$ cat src/hw/psg_consts.vh
// Constants for the power stage reset and undervoltage guard.
// Assumes a 40 MHz system clock and 32-bit APB register access.
`ifndef PSG_CONSTS_VH
`define PSG_CONSTS_VH

`define PSG_ADDR_W 12
`define PSG_OFF_CTRL 12'h000
`define PSG_OFF_STATUS 12'h004
`define PSG_OFF_IRQ_STAT 12'h008
`define PSG_OFF_IRQ_MASK 12'h00C

// Control register fields
`define PSG_CTRL_MODE_LSB 0
`define PSG_CTRL_RESET 2'h0

// Output mode codes
`define PSG_MODE_BRIDGED 2'h0
`define PSG_MODE_PARALLEL 2'h1
`define PSG_MODE_SINGLE 2'h2

// Status register fields
`define PSG_ST_SUPPLY_LOW 0
`define PSG_ST_OVERTEMP 1
`define PSG_ST_OVL_ONE 2
`define PSG_ST_OVL_TWO 3
`define PSG_ST_FAULT_N 4
`define PSG_ST_POR_DONE 5

// Interrupt event bits
`define PSG_IRQ_W 4
`define PSG_IRQ_SUPPLY 0
`define PSG_IRQ_OVERTEMP 1
`define PSG_IRQ_OVL_ONE 2
`define PSG_IRQ_OVL_TWO 3
`define PSG_IRQ_RESET 4'h0

`endif

$ cat src/hw/psg_guard.v
// Protection and reset control for a four half-bridge power stage.
// Assumes supply and fault detector levels arrive asynchronously on pins
// and that the modulator keeps the minimum reset spacing after a fault.
`timescale 1ns/1ps
`include "psg_consts.vh"

module psg_guard #(
    parameter ADDR_W = `PSG_ADDR_W
) (
    input wire mclk_in,
    input wire sys_rst_in,
    input wire psel_in,
    input wire penable_in,
    input wire pwrite_in,
    input wire [ADDR_W-1:0] paddr_in,
    input wire [31:0] pwdata_in,
    input wire [3:0] pstrb_in,
    output wire pready_out,
    output reg [31:0] prdata_out,
    output wire pslverr_out,
    input wire pair_one_hold_n_in,
    input wire pair_two_hold_n_in,
    input wire gate_drive_supply_ok_in,
    input wire core_supply_ok_in,
    input wire overtemp_in,
    input wire overload_one_in,
    input wire overload_two_in,
    input wire [3:0] pwm_in,
    output reg [3:0] high_side_on_out,
    output reg [3:0] low_side_on_out,
    output reg [3:0] weak_pulldown_out,
    output reg fault_flag_n_out,
    output wire irq_out
);

    // Two-stage synchronisers for all pin inputs
    localparam NSYNC = 11;
    reg [NSYNC-1:0] sync1_reg;
    reg [NSYNC-1:0] sync2_reg;
    wire [NSYNC-1:0] pins_raw;
    assign pins_raw = {pwm_in, overload_two_in, overload_one_in, overtemp_in,
                       core_supply_ok_in, gate_drive_supply_ok_in,
                       pair_two_hold_n_in, pair_one_hold_n_in};

    always @(posedge mclk_in or posedge sys_rst_in) begin
        if (sys_rst_in) begin
            sync1_reg <= 11'h003;
            sync2_reg <= 11'h003;
        end else begin
            sync1_reg <= pins_raw;
            sync2_reg <= sync1_reg;
        end
    end

    wire hold_one_n = sync2_reg[0];
    wire hold_two_n = sync2_reg[1];
    wire gate_ok = sync2_reg[2];
    wire core_ok = sync2_reg[3];
    wire ot_det = sync2_reg[4];
    wire ovl_one_det = sync2_reg[5];
    wire ovl_two_det = sync2_reg[6];
    wire [3:0] pwm_s = sync2_reg[10:7];

    // Previous hold levels for edge detection
    reg hold_one_d_reg;
    reg hold_two_d_reg;
    reg por_done_reg;
    reg overload_latch_one_reg;
    reg overload_latch_two_reg;
    reg overtemp_error_latch_reg;
    reg [1:0] mode_reg;
    reg [`PSG_IRQ_W-1:0] irq_stat_reg;
    reg [`PSG_IRQ_W-1:0] irq_mask_reg;

    wire supply_low_guard = ~(gate_ok & core_ok);
    wire hold_rise = (hold_one_n & ~hold_one_d_reg) |
                     (hold_two_n & ~hold_two_d_reg);
    wire any_hold = ~hold_one_n | ~hold_two_n;
    wire single_ended_mode = (mode_reg == `PSG_MODE_SINGLE);

    always @(posedge mclk_in or posedge sys_rst_in) begin
        if (sys_rst_in) begin
            hold_one_d_reg <= 1'b1;
            hold_two_d_reg <= 1'b1;
        end else begin
            hold_one_d_reg <= hold_one_n;
            hold_two_d_reg <= hold_two_n;
        end
    end

    always @(posedge mclk_in or posedge sys_rst_in) begin
        if (sys_rst_in) begin
            por_done_reg <= 1'b0;
        end else if (gate_ok & core_ok) begin
            por_done_reg <= 1'b1;
        end
    end

    always @(posedge mclk_in or posedge sys_rst_in) begin
        if (sys_rst_in) begin
            overload_latch_one_reg <= 1'b0;
            overload_latch_two_reg <= 1'b0;
        end else if (~por_done_reg) begin
            overload_latch_one_reg <= 1'b0;
            overload_latch_two_reg <= 1'b0;
        end else if (hold_rise) begin
            overload_latch_one_reg <= 1'b0;
            overload_latch_two_reg <= 1'b0;
        end else begin
            if (ovl_one_det & hold_one_n) begin
                overload_latch_one_reg <= 1'b1;
            end
            if (ovl_two_det & hold_two_n) begin
                overload_latch_two_reg <= 1'b1;
            end
        end
    end

    // overtemperature latch, cleared while a hold is low
    always @(posedge mclk_in or posedge sys_rst_in) begin
        if (sys_rst_in) begin
            overtemp_error_latch_reg <= 1'b0;
        end else if (ot_det) begin
            overtemp_error_latch_reg <= 1'b1;
        end else if (any_hold) begin
            overtemp_error_latch_reg <= 1'b0;
        end
    end

    // self recovery for supply faults; the overtemp latch needs a hold to clear
    // Supply low gates the stage only while it lasts; nothing latches it
    wire global_off = supply_low_guard | ~por_done_reg |
                      overtemp_error_latch_reg;

    // Spreads one flag per pair over that pair's two half-bridges
    function [3:0] pair_spread;
        input first_pair;
        input second_pair;
        begin
            pair_spread = {second_pair, second_pair, first_pair, first_pair};
        end
    endfunction

    // Register offset match, shared by write strobes and slave error
    function reg_sel;
        input [ADDR_W-1:0] addr;
        input [ADDR_W-1:0] offset;
        begin
            reg_sel = (addr == offset);
        end
    endfunction

    wire off_one = global_off | ~hold_one_n | overload_latch_one_reg;
    wire off_two = global_off | ~hold_two_n | overload_latch_two_reg;
    wire [3:0] hb_off = pair_spread(off_one, off_two);

    wire [3:0] hb_held = pair_spread(~hold_one_n, ~hold_two_n);
    wire any_fault = global_off | overload_latch_one_reg |
                     overload_latch_two_reg;

    reg [3:0] high_side_next;
    reg [3:0] low_side_next;
    reg [3:0] pulldown_next;
    reg fault_flag_n_next;

    always @* begin
        high_side_next = pwm_s & ~hb_off;
        low_side_next = ~pwm_s & ~hb_off;
        if (single_ended_mode) begin
            pulldown_next = 4'h0;
        end else begin
            pulldown_next = hb_held;
        end
        if (any_hold) begin
            fault_flag_n_next = 1'b1;
        end else begin
            fault_flag_n_next = ~any_fault;
        end
    end

    always @(posedge mclk_in or posedge sys_rst_in) begin
        if (sys_rst_in) begin
            high_side_on_out <= 4'h0;
            low_side_on_out <= 4'h0;
            weak_pulldown_out <= 4'h0;
            fault_flag_n_out <= 1'b0;
        end else begin
            high_side_on_out <= high_side_next;
            low_side_on_out <= low_side_next;
            weak_pulldown_out <= pulldown_next;
            fault_flag_n_out <= fault_flag_n_next;
        end
    end

    // APB slave with one wait state, so read data comes from a flop
    reg ready_reg;
    wire [ADDR_W-1:0] off = paddr_in;
    wire access = psel_in & penable_in;
    wire hit = reg_sel(off, `PSG_OFF_CTRL) |
               reg_sel(off, `PSG_OFF_STATUS) |
               reg_sel(off, `PSG_OFF_IRQ_STAT) |
               reg_sel(off, `PSG_OFF_IRQ_MASK);
    wire rd_capture = access & ~ready_reg & ~pwrite_in;
    // Write strobes act only at the completing edge
    wire apb_wr = access & ready_reg & pwrite_in & pstrb_in[0];
    wire wr_ctrl = apb_wr & reg_sel(off, `PSG_OFF_CTRL);
    wire wr_mask = apb_wr & reg_sel(off, `PSG_OFF_IRQ_MASK);
    wire wr_stat = apb_wr & reg_sel(off, `PSG_OFF_IRQ_STAT);
    assign pready_out = ready_reg;
    assign pslverr_out = access & ready_reg & ~hit;

    // Pready rises one cycle into the access phase
    always @(posedge mclk_in or posedge sys_rst_in) begin
        if (sys_rst_in) begin
            ready_reg <= 1'b0;
        end else begin
            ready_reg <= access & ~ready_reg;
        end
    end

    // Supply events count only after power-on clear
    wire supply_event = supply_low_guard & por_done_reg;
    wire [`PSG_IRQ_W-1:0] irq_event = {overload_latch_two_reg,
                                       overload_latch_one_reg,
                                       overtemp_error_latch_reg,
                                       supply_event};
    // Clear uses write data as a one-per-bit mask
    wire [`PSG_IRQ_W-1:0] irq_clr = wr_stat ?
        pwdata_in[`PSG_IRQ_W-1:0] : 4'h0;

    always @(posedge mclk_in or posedge sys_rst_in) begin
        if (sys_rst_in) begin
            mode_reg <= `PSG_CTRL_RESET;
            irq_mask_reg <= `PSG_IRQ_RESET;
            irq_stat_reg <= `PSG_IRQ_RESET;
        end else begin
            if (wr_ctrl) begin
                mode_reg <= pwdata_in[1:0];
            end
            if (wr_mask) begin
                irq_mask_reg <= pwdata_in[`PSG_IRQ_W-1:0];
            end
            // Set wins over a same-cycle clear
            irq_stat_reg <= (irq_stat_reg & ~irq_clr) | irq_event;
        end
    end

    assign irq_out = |(irq_stat_reg & irq_mask_reg);

    wire [31:0] status_word = {26'h0, por_done_reg, fault_flag_n_out,
                               overload_latch_two_reg, overload_latch_one_reg,
                               overtemp_error_latch_reg, supply_low_guard};

    reg [31:0] read_next;

    always @* begin
        read_next = 32'h0;
        case (off)
            `PSG_OFF_CTRL: read_next = {30'h0, mode_reg};
            `PSG_OFF_STATUS: read_next = status_word;
            `PSG_OFF_IRQ_STAT: read_next = {28'h0, irq_stat_reg};
            `PSG_OFF_IRQ_MASK: read_next = {28'h0, irq_mask_reg};
            default: read_next = 32'h0;
        endcase
    end

    // Read data captured in the wait cycle, shown when pready rises
    always @(posedge mclk_in or posedge sys_rst_in) begin
        if (sys_rst_in) begin
            prdata_out <= 32'h0;
        end else if (rd_capture) begin
            prdata_out <= read_next;
        end
    end

endmodule // psg_guard

$ cat config.mk
export PLATFORM = sky130hd
export DESIGN_NAME = psg_guard
export DESIGN_NICKNAME = d
export VERILOG_FILES = /design/src/hw/psg_guard.v
export VERILOG_INCLUDE_DIRS = /design/src /design/src/hw
export SDC_FILE = /design/constraint.sdc
export NUM_CORES = 1
export LEC_CHECK = 0
export ABC_AREA = 1
export ABC_CLOCK_PERIOD_IN_PS = 1600
export BUFFER_PORTS_ARGS = -buffer_cell sky130_fd_sc_hd__buf_2
export CAP_MARGIN = 20
export CORE_MARGIN = 1.5
export CORE_UTILIZATION = 41
export CTS_CLUSTER_DIAMETER = 150
export DETAILED_ROUTE_END_ITERATION = 10
export GPL_ROUTABILITY_DRIVEN = 0
export PLACE_DENSITY = 0.75
export SKIP_LAST_GASP = 1
export SYNTH_ARGS = -nofsm -noshare
export SYNTH_HDL_FRONTEND = slang
export SYNTH_SLANG_ARGS = --single-unit
export TNS_END_PERCENT = 30
$ cat constraint.sdc
create_clock -name mclk_in -period 1.6 [get_ports mclk_in]
set_input_delay 0.32 -clock mclk_in [delete_from_list [all_inputs] [get_ports mclk_in]]
set_output_delay 0.32 -clock mclk_in [all_outputs]
set_load 0.01 [all_outputs]
==> flow_summary.toml, run 1 <==
[status]
status = "completed"

[floorplanning]
die-height_um = 78.38
num_rows = 27
core_area_um2 = 5507
die_area_um2 = 6143
start_util_pct = 42.31
die_w_um = 78.38
ios = 112

[logic_synthesis]
syn_inst = 232
ys.flop_type = "dfrtp_1"
ys_ff_latch = 56
synth_edf_count = 0
yosys_warnings = 0
synthAdderAreaFrac_pct = 0
syn_area_um2 = 2330
ys_seq_area_share_pct = 60.47
yosys.area_share.simple_pct = 21.27
async_reset_ff_share_pct = 100.0
synth.distinct_cells = 26
synth_area_per_cell_um2 = 10.04
synthMuxAreaShare_pct = 0
synth_xor_area_share_pct = 0
synth_compound_area_share_pct = 5.048
synth_top_family_by_area = "simple AND/OR/NAND/NOR gates"

[timing]
finalHoldViolCount = 0
setup_violations = 0
rsz0062_at_grt = "no"
period_share_pct = 93.32
fin_crit_ns = 1.493
fin_setup_tns_ns = 0
fmax_ghz = 0.6698
holdWs_ns = 0.1082
worst_clock_skew_ns = 0.007062
drv_slew = 0

[worst_setup_path]
critical_path_buf_inv_count = 4
path_class = "input port to primary output"
end_kind = "primary output"
critPathRequiredTime_ns = 1.28
crit_family = "buffers and inverters"
rr_worst_depth = 6
cp.arrival_ns = 1.17
crit_chain = "buf_2 > nand2_1 > inv_1 > nand2_1 > inv_1 > o21ai_0 > nand3_1 > nor2_1 > buf_2"
crit_slowest_cell = "o21ai_0"
rrSetupSlack_ns = 0.31
crit_fanout = 3
cp_slowest_stage_delay_ns = 0.17
r2r_end = "irq_stat_reg[3]"
r2r_start = "pready_out"
cp-start-kind = "input port"

[pwr]
powerDensity_nw_per_um2 = 938.5
ir_worst_vdd_v = 0.0006065
leakage_nw = 1.510

[clocking]
clock_latency_ns = 0.30
cts-root-buf = "clkbuf_8"
clkTransAtPathRegs_ns = 0.09
htreeDepth = 2
cts_sinks = 56
cts_max_path_buffers = 2
numCtsBuffers = 5
cts_tree = "built"

[route]
antenna_left = 0
drt-total-wl_mm = 3.777
vias = 1567
drt_iter0_markers = 103
route.detailed.wl_per_inst_um = 10.26
dr.pass1.iters = 4
drc_errors = 0
routed_via_density = 4.258

[place]
place_hpwl_mm = 2.961
numPortBuffers = 54

[worst_hold_path]
min_to = "sync1_reg[0]"
hold_start = "pair_one_hold_n_in"
hp-class = "input port to flop"
min_path_cells = 1

[layout]
antennaDiodeCount = 0
area_growth_pct = 17.67
drive_gt1_share_pct = 30.41
layout.nets = 359
fillers = 536

[global_route]
use_met1_pct = 16.50
grt_max_degree = 41
grtUsageMet2_pct = 24.26
grtUsageMet3_pct = 3.488
antenna_found_initial = 0
grt-busiest-layer = "met2"
grt_pass1_vias = 1566
track_usage_pct = 13.70
overflow = 0
grt_pass1_wl_mm = 6.610

[flow_run]
drv_cap = 0
[layout by cell type (no fill, tap or decap), drive strengths merged]
cell type / synthesis / routed
o21a: 1 / 1
clkbuf: 0 / 6
a21o: 1 / 1
nand2: 53 / 53
dfstp: 6 / 6
bufinv: 0 / 1
o21ai: 9 / 9
dfrtp: 50 / 50
inv: 24 / 24
a21oi: 4 / 4
o221ai: 1 / 1
dlygate4sd3: 0 / 1
nand3: 21 / 21
nor2: 26 / 26
o21bai: 1 / 1
a31o: 1 / 1
o31ai: 1 / 1
conb: 1 / 26
nor3: 1 / 1
nand4: 2 / 2
buf: 28 / 58
clkinv: 1 / 1
clkinvlp: 0 / 1
[power by group]
| group | internal, mW | total, mW | leakage, nW | switching, mW |
|---|---|---|---|---|
| Clock | 0.473 | 0.900 | 0.0558 | 0.427 |
| Sequential | 1.47 | 1.49 | 0.674 | 0.0244 |
| Combinational | 0.0619 | 0.182 | 0.780 | 0.120 |
[layout make-up]
type | count | area, um^2 | area share [%]
Clock buffer | 6 | 72.57 | 2.647
Multi-Input combinational cell | 148 | 710.7 | 25.92
Tap cell | 72 | 90.09 | 3.286
Clock inverter | 2 | 38.79 | 1.415
Inverter | 25 | 97.59 | 3.560
Timing Repair Buffer | 59 | 322.8 | 11.78
Sequential cell | 56 | 1409 | 51.39
[repair_timing]
action,CTS,global route
resized for setup,0,0
buffers inserted,0,0
setup endpoints to repair,0,0
hold buffers,1,0
hold endpoints to repair,16,0
[through the flow]
stage / power [mW] / instances / setup slack [ns] / utilization, % / instance area [um^2]
2_1_floorplan: 1.665 / 257 / 0.3063 / - / 2427
3_3_place_gp: 1.694 / 359 / 0.1201 / 47.58 / 2620
3_5_place_dp: 1.700 / 359 / 0.1050 / 47.58 / 2620
4_1_cts: 2.612 / 368 / 0.09965 / 49.78 / 2741
5_1_grt: 2.709 / 368 / 0.01412 / 49.78 / 2741
6_report: 2.573 / 368 / 0.1070 / 49.78 / 2741
[layer usage]
metal	part of all wire [%]	routed length, um	vias to the layer above
met5	0	0	-
met4	0.90	34	0
met3	6.0	227	2
met2	50	1895	52
met1	43	1620	718
li1	-	-	795
[cell families after synthesis]
| kind of cell | after synthesis |
|---|---|
| flops | 56 |
| other cells | 1 |
| compound gates | 19 |
| simple gates | 103 |
| buf+inv | 53 |
[cells in the mapped netlist (3+ instances only)]
cell     count  area share, %
a21oi_1      4           0.86
buf_4       28            9.0
dfrtp_1     50             54
dfstp_2      6            6.8
inv_1       24            3.9
nand2_1     46            7.4
nand2_2      6            1.6
nand3_1     21            4.5
nor2_1      18            2.9
nor2_2       6            1.6
o21ai_0      3           0.64
o21ai_1      6            1.3
[worst max path at each step]
stage	start	end	slack (ns)	depth (start not counted)
3_5_place_dp	paddr_in[3]	pslverr_out	0.11	9
3_3_place_gp	paddr_in[3]	pslverr_out	0.12	9
6_report	paddr_in[3]	pslverr_out	0.11	9
4_1_cts	paddr_in[3]	pslverr_out	0.1	9
5_1_grt	paddr_in[3]	pslverr_out	0.01	9
2_1_floorplan	paddr_in[7]	pslverr_out	0.31	6
No activity file was read; power rests on OpenSTA's default activity.
==> run 2, diff against run 1 <==
--- a/config.mk
+++ b/config.mk
@@ -15,7 +15,7 @@
 export CTS_CLUSTER_DIAMETER = 150
 export DETAILED_ROUTE_END_ITERATION = 10
 export GPL_ROUTABILITY_DRIVEN = 0
-export PLACE_DENSITY = 0.75
+export PLACE_DENSITY = 0.86
 export SKIP_LAST_GASP = 1
 export SYNTH_ARGS = -nofsm -noshare
 export SYNTH_HDL_FRONTEND = slang
==> flow_summary.toml, run 2 (synthesized netlist as in run 1, its figures left out) <==
[timing]
drv_slew = 0
period_share_pct = 92.74
finalHoldViolCount = 0
rsz0062_at_grt = "no"
worst_clock_skew_ns = 0.005466
fin_setup_tns_ns = 0
fin_ws_ns = 0.1162
fmax_ghz = 0.6739
setup_violations = 0
fin_crit_ns = 1.484

[route]
routed_via_density = 4.328
drc_errors = 0
antenna_left = 0
drt_iter0_markers = 64
route.detailed.wl_per_inst_um = 10.48
drt-total-wl_mm = 3.868
vias = 1597
dr.pass1.iters = 4

[global_route]
track_usage_pct = 13.65
grt_max_degree = 24
grt_pass1_wl_mm = 6.479
antenna_found_initial = 0
grt_pass1_vias = 1508
overflow = 0

[pwr]
power.switching_uw = 548.4
powerDensity_nw_per_um2 = 889.5
total_power_mw = 2.429
swShare_pct = 22.57
p_clk_share_pct = 31.1
p_int_mw = 1.881
p_comb_share_pct = 7.6
seq_power_share_pct = 61.3
ir_worst_vdd_v = 0.0004684
leakage_nw = 1.504

[clocking]
clkTransAtPathRegs_ns = 0.09
cts_tree = "built"
cts_sinks = 56
postCtsSetupRepairBufs = 0
numCtsBuffers = 5
htreeDepth = 2
clock_latency_ns = 0.30
cts_max_path_buffers = 2
cts-root-buf = "clkbuf_8"

[worst_setup_path]
crit_slowest_cell = "nor2_2"
cp_common_cell = "buf_2"
cp.arrival_ns = 1.16
crit_chain = "buf_2 > nor2_2 > nand2_1 > inv_1 > nand2_4 > nand3_1 > nor2_1 > buf_2"
cp-start-kind = "input port"
critPathRequiredTime_ns = 1.28
path_class = "input port to primary output"
cp_slowest_stage_delay_ns = 0.17
crit_fanout = 4
crit_family = "simple AND/OR/NAND/NOR gates"
critical_path_buf_inv_count = 3
end_kind = "primary output"

[floorplanning]
ios = 112
die_w_um = 78.38
num_rows = 27
start_util_pct = 42.31
core_area_um2 = 5507
die_area_um2 = 6143
die-height_um = 78.38

[layout]
area_growth_pct = 17.24
antennaDiodeCount = 0
final_cell_mix = "buf_2 (54), dfrtp_1 (50), nand2_1 (45)"
layoutNonFillerInstCount = 369
drive_gt1_share_pct = 31.65
layout.nets = 360
design_area_um2 = 2731
final_common_cell = "buf_2"

[worst_hold_path]
hp-class = "input port to asynchronous set/reset pin"

[place]
numPortBuffers = 54
place_hpwl_mm = 3.069
preCtsSetupSlack_ns = 0.1237
placedCellCount = 361
placed_cell_area_um2 = 2635

[flow_run]
drv_cap = 0

[status]
status = "completed"
run 2: cell type report:
| class | count | area (um^2) |
|---|---|---|
| timing repair buffer | 60 | 327.8 |
| fill | 518 | 2775 |
| clock buffer | 7 | 86.33 |
| sequential | 56 | 1409 |
| multi-input combinational | 148 | 713.2 |
| clock inverter | 1 | 7.507 |
| inverter | 25 | 97.59 |
| tap | 72 | 90.09 |
run 2: what timing repair did:
action,in CTS,in global routing
endpoints found under the setup margin,0,1
resized for setup,0,3
hold buffers,0,0
run 2: worst paths after layout:
kind | from | cells past startpoint | end | slack [ns]
max | paddr_in[1] | 8 | pslverr_out | 0.12
min | sys_rst_in | 2 | high_side_on_out[2] | 0.04
max reg2reg | pready_out | 6 | irq_stat_reg[3] | 0.32
min reg2reg | sync1_reg[2] | 0 | sync2_reg[2] | 0.35
max in group asynchronous | sys_rst_in | 3 | sync2_reg[8] | 1.10
min in group mclk_in | pair_two_hold_n_in | 1 | sync1_reg[1] | 0.11
run 2: through the flow:
step / hold WS [ns] / utilization [%]
finish: 0.04093 / 49.60
detailed placement: 0.3347 / 47.85
global placement: 0.3320 / 47.85
global route: 0.06070 / 49.60
CTS: 0.03777 / 49.56
floorplan: 0.3245 / -
run 2: routing by layer:
metal	track usage, %	up-vias	wire length [um]
met1	15.85	737	1607
li1	-	800	-
met4	5.357	0	67
met5	0	-	0
met3	2.791	8	222
met2	24.61	52	1970
run 2: power groups by stage:
stage / clock network, mW / logic, mW / registers (mW)
5_1_grt: 0.859 / 0.213 / 1.49
2_1_floorplan: 0 / 0.150 / 1.51
6_report: 0.755 / 0.186 / 1.49
3_3_place_gp: 0 / 0.181 / 1.52
3_5_place_dp: 0 / 0.186 / 1.52
4_1_cts: 0.791 / 0.187 / 1.49
==> run 3, diff against run 2 <==
--- a/config.mk
+++ b/config.mk
@@ -7,15 +7,17 @@
 export NUM_CORES = 1
 export LEC_CHECK = 0
 export ABC_AREA = 1
-export ABC_CLOCK_PERIOD_IN_PS = 1600
+export ABC_CLOCK_PERIOD_IN_PS = 1510
 export BUFFER_PORTS_ARGS = -buffer_cell sky130_fd_sc_hd__buf_2
 export CAP_MARGIN = 20
 export CORE_MARGIN = 1.5
-export CORE_UTILIZATION = 41
+export CORE_UTILIZATION = 46
 export CTS_CLUSTER_DIAMETER = 150
 export DETAILED_ROUTE_END_ITERATION = 10
 export GPL_ROUTABILITY_DRIVEN = 0
-export PLACE_DENSITY = 0.86
+export GPL_TIMING_DRIVEN = 0
+export PLACE_DENSITY = 0.91
+export REMOVE_ABC_BUFFERS = 1
 export SKIP_LAST_GASP = 1
 export SYNTH_ARGS = -nofsm -noshare
 export SYNTH_HDL_FRONTEND = slang
==> constraint.sdc (replaced) <==
create_clock -name mclk_in -period 1.51 [get_ports mclk_in]
set_input_delay 0.302 -clock mclk_in [delete_from_list [all_inputs] [get_ports mclk_in]]
set_output_delay 0.302 -clock mclk_in [all_outputs]
set_load 0.01 [all_outputs]
==> flow_summary.toml, run 3 (synthesized netlist as in run 1, its figures left out) <==
[route]
dr.pass1.iters = 4
drt-total-wl_mm = 3.782
routed_via_density = 4.438
route.detailed.wl_per_inst_um = 10.42
drt_iter0_markers = 99
vias = 1611
drc_errors = 0
antenna_left = 0

[layout]
layout.nets = 359
drive_gt1_share_pct = 31.42
antennaDiodeCount = 0
final_common_cell = "buf_2"
area_growth_pct = 16.81
design_area_um2 = 2721
layoutNonFillerInstCount = 363
final_cell_mix = "buf_2 (54), dfrtp_1 (50), nand2_1 (45)"
final_core_util_pct = 56.86

[global_route]
antenna_found_initial = 0
track_usage_pct = 15.34
overflow = 0
grt_max_degree = 37
grt_pass1_wl_mm = 6.348
grt_pass1_vias = 1475

[pwr]
power.switching_uw = 626.3
p_comb_share_pct = 7.6
seq_power_share_pct = 61.1
swShare_pct = 24.24
ir_worst_vdd_v = 0.0006866
powerDensity_nw_per_um2 = 949.3
total_power_mw = 2.583
p_int_mw = 1.957
leakage_nw = 1.503
p_clk_share_pct = 31.4

[timing]
fmax_ghz = 0.6913
fin_setup_tns_ns = 0
drv_slew = 0
finalHoldViolCount = 0
rsz0062_at_grt = "no"
worst_clock_skew_ns = 0.005058
period_share_pct = 95.79
setup_violations = 0
fin_crit_ns = 1.446

[clocking]
cts_max_path_buffers = 2
cts_tree = "built"
clock_latency_ns = 0.31
numCtsBuffers = 5
htreeDepth = 2
cts-root-buf = "clkbuf_8"
clkTransAtPathRegs_ns = 0.10
cts_sinks = 56

[worst_setup_path]
critPathRequiredTime_ns = 1.21
crit_fanout = 5
cp.arrival_ns = 1.14
cp-start-kind = "input port"
path_class = "input port to primary output"
end_kind = "primary output"

[worst_hold_path]
hp-class = "input port to flop"

[floorplanning]
num_rows = 25
start_util_pct = 48.68
die_w_um = 74.17
die_area_um2 = 5500
ios = 112
core_area_um2 = 4786
die-height_um = 74.17

[place]
placed_cell_area_um2 = 2587
placedCellCount = 351
numPortBuffers = 54
place_hpwl_mm = 2.928

[status]
status = "completed"

[flow_run]
drv_cap = 0
==> run 3: cell count changes in the layout (fill, tap and decap cells not counted) <==
cell           change
buf_4              -2
clkinvlp_4         -1
nor2_2             -1
clkbuf_8           -1
nor2_4             +1
inv_6              +2
inv_2              +1
dlygate4sd3_1      +1
clkbuf_1           -1
==> run 3: routing by layer <==
metal  vias up  share of wire, %  wire length, um  GRT usage, %
met2        70                49             1860         25.40
met3         9               8.2              311         5.285
met4         0               1.6               61         5.144
met5         -                 0                0             0
li1        804                 -                -             -
met1       728                41             1548         18.81
==> run 3: metrics by stage <==
stage	worst slack (ns)	hold WS, ns
after floorplan	-0.1534	0.3065
after global placement	-0.6538	0.3330
after detailed placement	-0.05761	0.3273
after CTS	0.03682	0.06671
after global routing	0.002259	0.05314
final	0.06354	0.07932
==> run 3: power by group through the flow <==
stage	sequential (mW)	combinational, mW	clock, mW
3_3_place_gp	1.61	0.179	0
2_1_floorplan	1.61	0.103	0
5_1_grt	1.58	0.225	0.914
6_report	1.58	0.195	0.810
3_5_place_dp	1.61	0.191	0
4_1_cts	1.58	0.194	0.844
==> run 3: worst paths after layout <==
| kind | cells after the start | start | slack, ns | end |
|---|---|---|---|---|
| max in group asynchronous | 4 | sys_rst_in | 0.38 | hold_two_d_reg |
| min in group asynchronous | 3 | sys_rst_in | 0.53 | sync1_reg[8] |
| max | 8 | paddr_in[7] | 0.06 | pslverr_out |
| max reg2reg | 6 | pready_out | 0.23 | irq_stat_reg[3] |
| min reg2reg | 0 | sync1_reg[2] | 0.36 | sync2_reg[2] |
| min | 1 | pair_two_hold_n_in | 0.08 | sync1_reg[1] |
==> run 3: area by class of cell <==
class | count | area (um^2)
sequential | 56 | 1409
tap | 67 | 83.83
inverter | 25 | 93.84
clock buffer | 5 | 68.82
timing repair buffer | 59 | 322.8
clock inverter | 3 | 25.02
multi-input combinational | 148 | 718.2
fill | 431 | 2064
==> run 3: worst max-delay path, stage by stage <==
cell and delay (ns):
buf_2 0.09, nor2_1 0.12, nand2_2 0.11, nor2_8 0.16
nand2_2 0.09, nand3_1 0.09, nor2_1 0.04, buf_2 0.13
==> run 3: what timing repair did <==
action / CTS / global route
endpoints found under the hold margin: 20 / 0
pin swaps: 1 / 1
resized for setup: 1 / 3
hold buffers: 1 / 0
setup buffers: 2 / 1
endpoints found under the setup margin: 1 / 1
